**src/inc/lfs_pkg.sv**
```systemverilog
// Shared constants and types for the LED fault supervisor.
// Assumes a single 100 MHz clock and a 32-bit Avalon-MM register bus.
package lfs_pkg;

  // ----------------------------------------------------------------
  // Sizes
  // ----------------------------------------------------------------
  localparam int LFS_CH = 4;            // LED channels
  localparam int LFS_CNT_N = 5;         // Four short counters plus one output-short
  localparam int LFS_CNT_W = 16;        // Debounce counter width
  localparam int LFS_PIN_W = 22;        // Synchronised pin bundle width
  localparam int LFS_ST_W = 15;         // Status and interrupt layout width

  // Terminal count of debounce counters (32770 switching cycles)
  localparam logic [15:0] LFS_TERM_COUNT = 16'h8002;

  // ----------------------------------------------------------------
  // Pin bundle positions
  // ----------------------------------------------------------------
  localparam int LFS_P_CHLOW = 0;       // Channel pin at or below 0.3V, 4 bits
  localparam int LFS_P_CHHIGH = 4;      // Channel pin at or above 4.7V, 4 bits
  localparam int LFS_P_FBOPEN = 8;      // Divider input at or above 1.7V
  localparam int LFS_P_FBSHORT = 9;     // Divider input at or below 1.6V
  localparam int LFS_P_FBOVER = 10;     // Divider input above 2.0V
  localparam int LFS_P_FBREL = 11;      // Divider input below 1.45V
  localparam int LFS_P_REGLOW = 12;     // Regulator below 4.3V
  localparam int LFS_P_REGHIGH = 13;    // Regulator above 4.5V
  localparam int LFS_P_OTHOT = 14;      // Die above 175 C
  localparam int LFS_P_OTCOOL = 15;     // Die below 150 C
  localparam int LFS_P_CSLOW = 16;      // Current sense below supply minus 0.6V
  localparam int LFS_P_PWM = 17;        // Brightness input
  localparam int LFS_P_EN = 18;         // Enable input
  localparam int LFS_P_SW = 19;         // Converter switching clock
  localparam int LFS_P_SYSPIN = 20;     // System fault pin level
  localparam int LFS_P_LEDPIN = 21;     // LED fault pin level

  // ----------------------------------------------------------------
  // Register map
  // ----------------------------------------------------------------
  localparam logic [3:0] LFS_OFS_CTRL = 4'h0;
  localparam logic [3:0] LFS_OFS_STATUS = 4'h4;
  localparam logic [3:0] LFS_OFS_IRQ_STAT = 4'h8;
  localparam logic [3:0] LFS_OFS_IRQ_MASK = 4'hc;

  // Status fields
  localparam int LFS_ST_OPEN = 0;       // 4 bits
  localparam int LFS_ST_SHORT = 4;      // 4 bits
  localparam int LFS_ST_SCP = 8;
  localparam int LFS_ST_UNDERVOLTAGE_LOCKOUT = 9;
  localparam int LFS_ST_TSD = 10;
  localparam int LFS_ST_OVP = 11;
  localparam int LFS_ST_OCP = 12;
  localparam int LFS_ST_SYSPIN = 13;
  localparam int LFS_ST_LEDPIN = 14;

  // Reset values
  localparam logic LFS_CTRL_PWM_RST = 1'b1;              // Short check gated by brightness
  localparam logic [14:0] LFS_MASK_RST = 15'h0000;
  localparam logic LFS_UNDERVOLTAGE_LOCKOUT_RST = 1'b1;                  // Locked out until regulator is up

  // Bus answer states, Gray order
  typedef enum logic [1:0] {
    LFS_BUS_IDLE = 2'b00,
    LFS_BUS_ANS = 2'b01
  } lfs_bus_t;

  // Bits that have just risen
  function automatic logic [14:0] lfsRise(input logic [14:0] prev, input logic [14:0] cur);
    return cur & ~prev;
  endfunction : lfsRise

endpackage : lfs_pkg

```
**src/inc/lfs_cnt_if.sv**
```systemverilog
// Carrier between the supervisor and its debounce counter bank.
// Assumes both ends sit on the same clock.
`timescale 1ns/1ps
interface lfs_cnt_if;
  logic tick;                // One-cycle pulse per switching period
  logic [4:0] run;           // Condition present; low clears the counter
  logic [4:0] hold;          // Freeze count while condition is ignored
  logic [4:0] done;          // Terminal count reached

  modport ctrl (output tick, output run, output hold, input done);
  modport bank (input tick, input run, input hold, output done);
endinterface : lfs_cnt_if

```
**src/rtl/lfs_debounce_bank.sv**
```systemverilog
// Bank of five debounce counters advanced by the switching tick.
// Assumes tick is a one-cycle pulse on the system clock.
`timescale 1ns/1ps
module lfs_debounce_bank #(
  parameter logic [15:0] TERM = lfs_pkg::LFS_TERM_COUNT
) (
  // Clock and reset
  input wire logic clock,
  input wire logic rst,
  // Counter controls
  lfs_cnt_if.bank cnt
);

  // ----------------------------------------------------------------
  // Counters
  // ----------------------------------------------------------------
  logic [lfs_pkg::LFS_CNT_W-1:0] count_q [lfs_pkg::LFS_CNT_N];  // Count per source

  // Counters step, hold or clear
  always_ff @(posedge clock) begin
    for (int i = 0; i < lfs_pkg::LFS_CNT_N; i++) begin
      if (rst) begin
        count_q[i] <= '0;
      end else if (!cnt.run[i]) begin
        count_q[i] <= '0;
      end else if (cnt.hold[i]) begin
        count_q[i] <= count_q[i];
      end else if (cnt.tick && count_q[i] != TERM) begin
        count_q[i] <= count_q[i] + 16'h0001;
      end
    end
  end

  always_comb begin
    for (int i = 0; i < lfs_pkg::LFS_CNT_N; i++) begin
      cnt.done[i] = cnt.run[i] && (count_q[i] == TERM);
    end
  end
endmodule : lfs_debounce_bank

```
**src/rtl/lfs_supervisor.sv**
```systemverilog
// Fault supervision for a four-channel LED driver with switching converter.
// Assumes comparator flags and pins are asynchronous; Avalon-MM master on clock.
//
// Functional notes
// - Low pin with high divider latches open
// - High pin, low divider starts short counter
// - Short check only while brightness input high
// - Released condition clears the short counter
// - Counters advance once per switching cycle
// - Latch fault at count 32770
// - Lockout below 4.3V until above 4.5V
// - Overtemperature stops all but regulator, hysteresis
// - Overvoltage discharges soft-start, pulls system fault
// - Low channel pin runs output-short latch-off counter
// - Latches hold until enable low or lockout
// - Open channel turned off, LED fault low
// - System fault on lockout, heat, overvoltage, output short
// - LED fault on any open or short
// - Low current sense discharges, stops switching (code only raises ssDischarge, no shutdown output)
//
// Local design decisions: the Avalon-MM register port and the register offsets.
`timescale 1ns/1ps
module lfs_supervisor #(
  parameter logic [15:0] TERM = lfs_pkg::LFS_TERM_COUNT
) (
  // Clock and reset
  input wire logic clock,
  input wire logic rst,
  // Avalon-MM slave
  input wire logic [3:0] avsAddress,
  input wire logic avsRead,
  input wire logic avsWrite,
  input wire logic [31:0] avsWriteData,
  input wire logic [3:0] avsByteEnable,
  output logic [31:0] avsReadData,
  output logic avsWaitRequest,
  // Comparator flags
  input wire logic [3:0] chLowIn,
  input wire logic [3:0] chHighIn,
  input wire logic fbOpenIn,
  input wire logic fbShortIn,
  input wire logic fbOverIn,
  input wire logic fbReleaseIn,
  input wire logic regLowIn,
  input wire logic regHighIn,
  input wire logic hotIn,
  input wire logic coolIn,
  input wire logic senseLowIn,
  // Control pins
  input wire logic pwmIn,
  input wire logic enableIn,
  input wire logic switchClkIn,
  // Open-drain fault pins
  input wire logic systemFaultNI,
  output logic systemFaultNO,
  output logic systemFaultNOe,
  input wire logic ledFaultNI,
  output logic ledFaultNO,
  output logic ledFaultNOe,
  // Power stage controls
  output logic [3:0] channelOff,
  output logic shutdownAll,
  output logic shutdownMost,
  output logic ssDischarge,
  // Interrupt
  output logic irq
);

  // ----------------------------------------------------------------
  // Pin synchronisers
  // ----------------------------------------------------------------
  logic [21:0] pinRaw;       // Raw pin bundle
  logic [21:0] pinS1_q;      // First stage
  logic [21:0] pinS2_q;      // Second stage
  logic [21:0] pinS3_q;      // Third stage
  logic [21:0] pinF_q;       // Accepted level
  logic [21:0] agree;        // Second and third stage match

  assign pinRaw = {ledFaultNI, systemFaultNI, switchClkIn, enableIn, pwmIn, senseLowIn,
                   coolIn, hotIn, regHighIn, regLowIn, fbReleaseIn, fbOverIn,
                   fbShortIn, fbOpenIn, chHighIn, chLowIn};
  assign agree = ~(pinS2_q ^ pinS3_q);

  // Three-stage chain, level taken once stages two and three agree
  always_ff @(posedge clock) begin
    if (rst) begin
      pinS1_q <= '0;
      pinS2_q <= '0;
      pinS3_q <= '0;
      pinF_q <= '0;
    end else begin
      pinS1_q <= pinRaw;
      pinS2_q <= pinS1_q;
      pinS3_q <= pinS2_q;
      pinF_q <= (pinF_q & ~agree) | (pinS2_q & agree);
    end
  end

  // Named views of accepted levels
  logic [3:0] chLow;
  logic [3:0] chHigh;
  logic enOn;
  assign chLow = pinF_q[lfs_pkg::LFS_P_CHLOW +: 4];
  assign chHigh = pinF_q[lfs_pkg::LFS_P_CHHIGH +: 4];
  // enable taken as given after supply
  assign enOn = pinF_q[lfs_pkg::LFS_P_EN];

  // ----------------------------------------------------------------
  // Protection states
  // ----------------------------------------------------------------
  logic undervoltage_lockout_q;              // Undervoltage lockout
  logic tsd_q;               // Thermal shutdown
  logic ovp_q;               // Overvoltage
  logic ocp_q;               // Overcurrent
  logic scp_q;               // Output-short latch
  logic [3:0] openLat_q;     // Open latch per channel
  logic [3:0] shortLat_q;    // Short latch per channel
  logic ctrlPwm_q;           // Brightness gating enable
  logic swPrev_q;            // Previous switching level
  logic latchClr;            // Latch clear term
  logic active;              // Detection allowed

  assign latchClr = !enOn || undervoltage_lockout_q;
  assign active = !latchClr && !tsd_q && !scp_q;

  // Hysteresis step: detect flag sets and wins, release flag clears, else hold
  function automatic logic hystStep(input logic cur, input logic setF, input logic relF);
    return setF ? 1'b1 : (relF ? 1'b0 : cur);
  endfunction : hystStep
  // Protection levels, one detect and one release threshold each except overcurrent, which follows its flag
  always_ff @(posedge clock) begin
    if (rst) begin
      undervoltage_lockout_q <= lfs_pkg::LFS_UNDERVOLTAGE_LOCKOUT_RST;
      tsd_q <= 1'b0;
      ovp_q <= 1'b0;
      ocp_q <= 1'b0;
    end else begin
      undervoltage_lockout_q <= hystStep(undervoltage_lockout_q, pinF_q[lfs_pkg::LFS_P_REGLOW], pinF_q[lfs_pkg::LFS_P_REGHIGH]);
      tsd_q <= hystStep(tsd_q, pinF_q[lfs_pkg::LFS_P_OTHOT], pinF_q[lfs_pkg::LFS_P_OTCOOL]);
      ovp_q <= hystStep(ovp_q, pinF_q[lfs_pkg::LFS_P_FBOVER], pinF_q[lfs_pkg::LFS_P_FBREL]);
      ocp_q <= pinF_q[lfs_pkg::LFS_P_CSLOW];
    end
  end

  // Switching clock edge for tick
  always_ff @(posedge clock) begin
    if (rst) begin
      swPrev_q <= 1'b0;
    end else begin
      swPrev_q <= pinF_q[lfs_pkg::LFS_P_SW];
    end
  end

  // ----------------------------------------------------------------
  // Debounce counters
  // ----------------------------------------------------------------
  lfs_cnt_if cnt ();
  // one tick per switching rising edge
  assign cnt.tick = pinF_q[lfs_pkg::LFS_P_SW] && !swPrev_q;
  // Counter run and hold terms
  always_comb begin
    for (int i = 0; i < lfs_pkg::LFS_CH; i++) begin
      cnt.run[i] = active && chHigh[i] && pinF_q[lfs_pkg::LFS_P_FBSHORT]
                   && !openLat_q[i] && !shortLat_q[i];
      cnt.hold[i] = ctrlPwm_q && !pinF_q[lfs_pkg::LFS_P_PWM];
    end
    cnt.run[4] = active && ((chLow & ~openLat_q & ~shortLat_q) != 4'h0);
    cnt.hold[4] = 1'b0;
  end

  lfs_debounce_bank #(
    .TERM(TERM)
  ) uBank (
    .clock(clock),
    .rst(rst),
    .cnt(cnt.bank)
  );

  // ----------------------------------------------------------------
  // Fault latches
  // ----------------------------------------------------------------
  // Fault latches, all dropped together by the latch clear term
  always_ff @(posedge clock) begin
    if (rst || latchClr) begin
      openLat_q <= 4'h0;
      shortLat_q <= 4'h0;
      scp_q <= 1'b0;
    end else begin
      if (active) begin
        openLat_q <= openLat_q | (chLow & {4{pinF_q[lfs_pkg::LFS_P_FBOPEN]}} & ~shortLat_q);
      end
      // independent short latch at terminal count
      shortLat_q <= shortLat_q | cnt.done[3:0];
      scp_q <= scp_q | cnt.done[4];
    end
  end
  // ----------------------------------------------------------------
  // Outputs
  // ----------------------------------------------------------------
  // Power stage and pin drives
  always_ff @(posedge clock) begin
    if (rst) begin
      channelOff <= 4'hf;
      shutdownAll <= 1'b1;
      shutdownMost <= 1'b0;
      ssDischarge <= 1'b1;
      systemFaultNO <= 1'b0;
      systemFaultNOe <= 1'b0;
      ledFaultNO <= 1'b0;
      ledFaultNOe <= 1'b0;
    end else begin
      channelOff <= openLat_q | shortLat_q | {4{!enOn || undervoltage_lockout_q || tsd_q || scp_q}};
      shutdownAll <= undervoltage_lockout_q;
      shutdownMost <= tsd_q || scp_q;
      ssDischarge <= ovp_q || ocp_q || undervoltage_lockout_q || tsd_q || scp_q;
      systemFaultNO <= 1'b0;
      systemFaultNOe <= undervoltage_lockout_q || tsd_q || ovp_q || scp_q;
      ledFaultNO <= 1'b0;
      ledFaultNOe <= (openLat_q | shortLat_q) != 4'h0;
    end
  end

  // ----------------------------------------------------------------
  // Status and interrupts
  // ----------------------------------------------------------------
  logic [14:0] status;       // Live status word
  logic [14:0] stPrev_q;     // Previous status
  logic [14:0] irqStat_q;    // Sticky events
  logic [14:0] irqMask_q;    // Interrupt mask
  logic [14:0] w1c;          // Bits cleared by write
  lfs_pkg::lfs_bus_t busState_q;
  logic wrTake;              // Write takes effect

  assign status = {!pinF_q[lfs_pkg::LFS_P_LEDPIN], !pinF_q[lfs_pkg::LFS_P_SYSPIN], ocp_q,
                   ovp_q, tsd_q, undervoltage_lockout_q, scp_q, shortLat_q, openLat_q};
  assign wrTake = (busState_q == lfs_pkg::LFS_BUS_ANS) && avsWrite;
  assign w1c = (wrTake && avsAddress == lfs_pkg::LFS_OFS_IRQ_STAT)
               ? (avsWriteData[14:0] & {{7{avsByteEnable[1]}}, {8{avsByteEnable[0]}}})
               : 15'h0000;

  // Sticky events, set wins over clear; level interrupt from stored bits
  always_ff @(posedge clock) begin
    if (rst) begin
      stPrev_q <= status;    // Track live word, so release shows no false edge
      irqStat_q <= 15'h0000;
      irq <= 1'b0;
    end else begin
      stPrev_q <= status;
      irqStat_q <= (irqStat_q & ~w1c) | lfs_pkg::lfsRise(stPrev_q, status);
      irq <= (irqStat_q & irqMask_q) != 15'h0000;
    end
  end

  // Control and mask writes
  always_ff @(posedge clock) begin
    if (rst) begin
      ctrlPwm_q <= lfs_pkg::LFS_CTRL_PWM_RST;
      irqMask_q <= lfs_pkg::LFS_MASK_RST;
    end else if (wrTake) begin
      if (avsAddress == lfs_pkg::LFS_OFS_CTRL && avsByteEnable[0]) begin
        ctrlPwm_q <= avsWriteData[0];
      end
      if (avsAddress == lfs_pkg::LFS_OFS_IRQ_MASK) begin
        if (avsByteEnable[0]) begin
          irqMask_q[7:0] <= avsWriteData[7:0];
        end
        if (avsByteEnable[1]) begin
          irqMask_q[14:8] <= avsWriteData[14:8];
        end
      end
    end
  end

  // Read decode
  function automatic logic [31:0] readMux(input logic [3:0] adr, input logic pwmEn,
                                          input logic [14:0] st, input logic [14:0] ist,
                                          input logic [14:0] msk);
    case (adr)
      lfs_pkg::LFS_OFS_CTRL: return {31'h0, pwmEn};
      lfs_pkg::LFS_OFS_STATUS: return {17'h0, st};
      lfs_pkg::LFS_OFS_IRQ_STAT: return {17'h0, ist};
      lfs_pkg::LFS_OFS_IRQ_MASK: return {17'h0, msk};
      default: return 32'h0;
    endcase
  endfunction : readMux

  // Bus answer: one wait cycle, then waitrequest low for one cycle
  always_ff @(posedge clock) begin
    if (rst) begin
      busState_q <= lfs_pkg::LFS_BUS_IDLE;
      avsWaitRequest <= 1'b1;
      avsReadData <= 32'h0;
    end else begin
      case (busState_q)
        lfs_pkg::LFS_BUS_IDLE: begin
          if (avsRead || avsWrite) begin
            busState_q <= lfs_pkg::LFS_BUS_ANS;
            avsWaitRequest <= 1'b0;
            avsReadData <= readMux(avsAddress, ctrlPwm_q, status, irqStat_q, irqMask_q);
          end
        end
        lfs_pkg::LFS_BUS_ANS: begin
          busState_q <= lfs_pkg::LFS_BUS_IDLE;
          avsWaitRequest <= 1'b1;
        end
        default: begin
          busState_q <= lfs_pkg::LFS_BUS_IDLE;
          avsWaitRequest <= 1'b1;
        end
      endcase
    end
  end
endmodule : lfs_supervisor

```
**config.mk**
```make
export PLATFORM = sky130hd
export DESIGN_NAME = lfs_supervisor
export DESIGN_NICKNAME = d
export VERILOG_FILES = /design/src/inc/lfs_pkg.sv /design/src/inc/lfs_cnt_if.sv /design/src/rtl/lfs_debounce_bank.sv /design/src/rtl/lfs_supervisor.sv
export SDC_FILE = /design/constraint.sdc
export NUM_CORES = 1
export LEC_CHECK = 0
export ABC_CLOCK_PERIOD_IN_PS = 2700
export BUFFER_PORTS_ARGS = -buffer_cell sky130_fd_sc_hd__buf_2
export CAP_MARGIN = 20
export CORE_MARGIN = 8
export CORE_UTILIZATION = 61
export CTS_BUF_LIST = sky130_fd_sc_hd__clkbuf_8
export DETAILED_ROUTE_END_ITERATION = 8
export PLACE_DENSITY = 0.9
export SLEW_MARGIN = 20
export SYNTH_ARGS = -nofsm -noshare
export SYNTH_HDL_FRONTEND = slang
export SYNTH_HIERARCHICAL = 1
export SYNTH_SLANG_ARGS = --single-unit
```
**constraint.sdc**
```tcl
create_clock -name clock -period 2.7 [get_ports clock]
set_clock_uncertainty 0.15 [all_clocks]
set_input_delay 0.54 -clock clock [delete_from_list [all_inputs] [get_ports clock]]
set_output_delay 0.54 -clock clock [all_outputs]
set_load 0.005 [all_outputs]
```
==> metrics <==
worst skew pair latency 560 ps; Least-Margin Pin Slew 851 ps; ys async rst share 0; RSZ-0062 raised after global routing no; vias in the first global route 8013; Leak 4.19 nW; main flop type after synthesis dfxtp_1; outcome finished, final reports clean; max incr delay on CP 710 ps; Max Cap Viol 0; final net count 1214; Reg2Reg Depth 5; router iterations before antenna repair 5; postcts setup bufs 0; post-synthesis sequential area ratio 0.550; Startpoint Class flip-flop; Arr. time, crit path 2470 ps; vias per cell 5.77; Max VDD drop 0.397 mV; root buffer cell clkbuf_8; placed cell area 11200 sq um; most common cell after layout, fill and taps aside dfxtp_1; CP max-delay cell a311o_1; max-slew violations 0; CTS tree done; CTS Buf Count 40; cells resized by post-CTS repair 0; Vias 8041; ANT nets after route 0; final setup TNS 0 ps; Die X 149 um; slew margin rel. 0.433; GRT Util Overall 0.204; synthesized area 10700 sq um; FP Rows 48; setup-violating endpoint count in the final report 0; Buffers on Ports 72; Worst Setup Path Type reg -> reg; clock sinks 255; Starting Density 0.622; critical path endpoint category flip-flop; post-DP HPWL 15300 um; Post-synth EDFFs 80; grt ovf 0; Core ar. 17200 sq um; CP required 2720 ps; crit path cell chain inv_1, ha_1, nor4b_1, nand4_1, a311o_1; first-pass GRT wire length 37500 um; Fin. Hold Viols 0; H-tree depth reported by CTS 2; n_diodes 0; Min Clock Period, post-route 2450 ps; WHS Path Cells 2; Die Ht 149 um; Synth Instances 1057; first-iteration detailed-routing DRC count 564; Top Ports 111; Die ar. 22100 sq um; Final Cycle Share 0.907; CP Max Fanout 16; Unique masters post-synth 65; Avg Cell Area, Syn 10.2 sq um; Design Area, Final 12000 sq um; largest net degree at the start of global routing 52; CTS max path bufs 3; P&R area growth vs syn 11.7%; CTS clock-pin slew for the worst setup and hold paths 60 ps; initial antenna violation count 0; Synthesis Warnings 6; Synth Register Bits 255; layout cell share with drive strength beyond 1 0.151; Power Density 617 nW/um^2; fmax 0.408 GHz; most frequent cells in the layout dfxtp_1 (175), nor2_1 (114), nor2b_1 (82); number of hold buffers added after cts 0; wire length per cell 16.4 um; total wire length 22900 um; Min-Delay Path Class in -> reg; fillers 1191; Layout Utilization 0.695; routability cong. 0.856; # DRC 0
-- sequential cells by signal, indices dropped and copies added, names as in the netlist, 15 cells and up, named ones only --
signal,count
pinS3_q,22
pinS2_q,22
uBank/count_q,80
irqMask_q,15
pinS1_q,22
avsReadData,15
stPrev_q,15
irqStat_q,15
-- kinds of logic (layout without fill, tap and decap cells) --
| family | Yosys count | in the layout | synth area share |
|---|---|---|---|
| AO/OA/AOI/OAI | 168 | 168 | 0.104 |
| XOR/XNOR | 62 | 62 | 0.0506 |
| adder cells (fa/ha/maj) | 10 | 10 | 0.0117 |
| buffers and inverters | 110 | 202 | 0.0493 |
| flip-flops | 255 | 255 | 0.550 |
| multiplexers | 2 | 2 | 0.00210 |
| other | 1 | 20 | 0.000350 |
| AND/OR/NAND/NOR | 449 | 449 | 0.231 |
-- worst paths after layout --
path | start | to | slack, ps
setup / recovery | uBank/count_q[1][0]$_SDFFCE_PN0P_ | uBank/count_q[1][0]$_SDFFCE_PN0P_ | 250
hold / removal | chHighIn[1] | pinS1_q[5]$_SDFF_PP0_ | 50
setup reg to reg | uBank/count_q[1][0]$_SDFFCE_PN0P_ | uBank/count_q[1][0]$_SDFFCE_PN0P_ | 250
hold reg to reg | openLat_q[2]$_SDFFE_PP0P_ | stPrev_q[2]$_DFF_P_ | 260
-- cell usage after synthesis (5+ instances only) --
cell type,instances,area (sq um)
dfxtp_1,175,3500
xor2_1,24,210
xnor2_1,38,333
inv_1,47,176
nand2b_1,13,81.3
edfxtp_1,80,2400
nor3b_1,5,37.5
or3_1,6,37.5
nor4_1,20,125
nand3_1,48,240
buf_4,20,150
nor2_1,114,428
a41oi_1,5,43.8
and3_1,9,56.3
nor4b_1,7,61.3
buf_2,18,90.1
nor3_1,14,70.1
a22oi_1,19,143
o221ai_1,10,87.6
nand4_1,38,238
ha_1,10,125
clkbuf_1,16,60.1
nor2b_1,82,513
o21ai_0,49,245
nand4b_1,7,61.3
nand2_1,52,195
a311oi_2,8,120
and2_1,6,37.5
a21oi_1,55,275
-- worst max-delay path: cells and delay by family, from the launching register on --
family	cells	cell delay, ps
flip-flops	1	430
AO/OA/AOI/OAI	1	710
buffers and inverters	1	90
adder cells (fa/ha/maj)	1	150
AND/OR/NAND/NOR	2	560
-- through the flow --
step / hold WS, ps / instances / total power, mW / worst slack, ps
2_1_floorplan: 209 / 1076 / 4.21 / 570
3_3_place_gp: 249 / 1321 / 4.26 / 336
3_5_place_dp: 246 / 1321 / 4.26 / 121
4_1_cts: 30.8 / 1393 / 7.44 / 144
5_1_grt: 42.5 / 1393 / 7.63 / 39.9
6_report: 54.7 / 1393 / 7.39 / 252
-- per-layer routing --
metal | share of wire | routed length, um | track usage | vias to the layer above
met5 | 0 | 0 | 0 | -
met4 | 0.036 | 834 | 0.104 | 0
met3 | 0.076 | 1740 | 0.0477 | 77
met2 | 0.48 | 11000 | 0.339 | 325
met1 | 0.41 | 9350 | 0.244 | 3769
li1 | - | - | - | 3870
-- power breakdown --
group	leakage [nW]	switching (mW)	internal, mW
Sequential	2.41	0.0260	3.97
Clock	0.469	1.46	1.74
Combinational	1.31	0.119	0.0699
-- final cells by class --
type | instances | area, sq um | area share
flip-flops and latches | 255 | 5910 | 0.493
well taps | 225 | 282 | 0.0235
inverters | 47 | 176 | 0.0147
clock inverters | 23 | 129 | 0.0108
multi-input cells | 711 | 4370 | 0.365
repair buffers | 83 | 445 | 0.0372
clock buffers | 49 | 674 | 0.0563
Note: power is estimated with default switching activity, not from simulation.
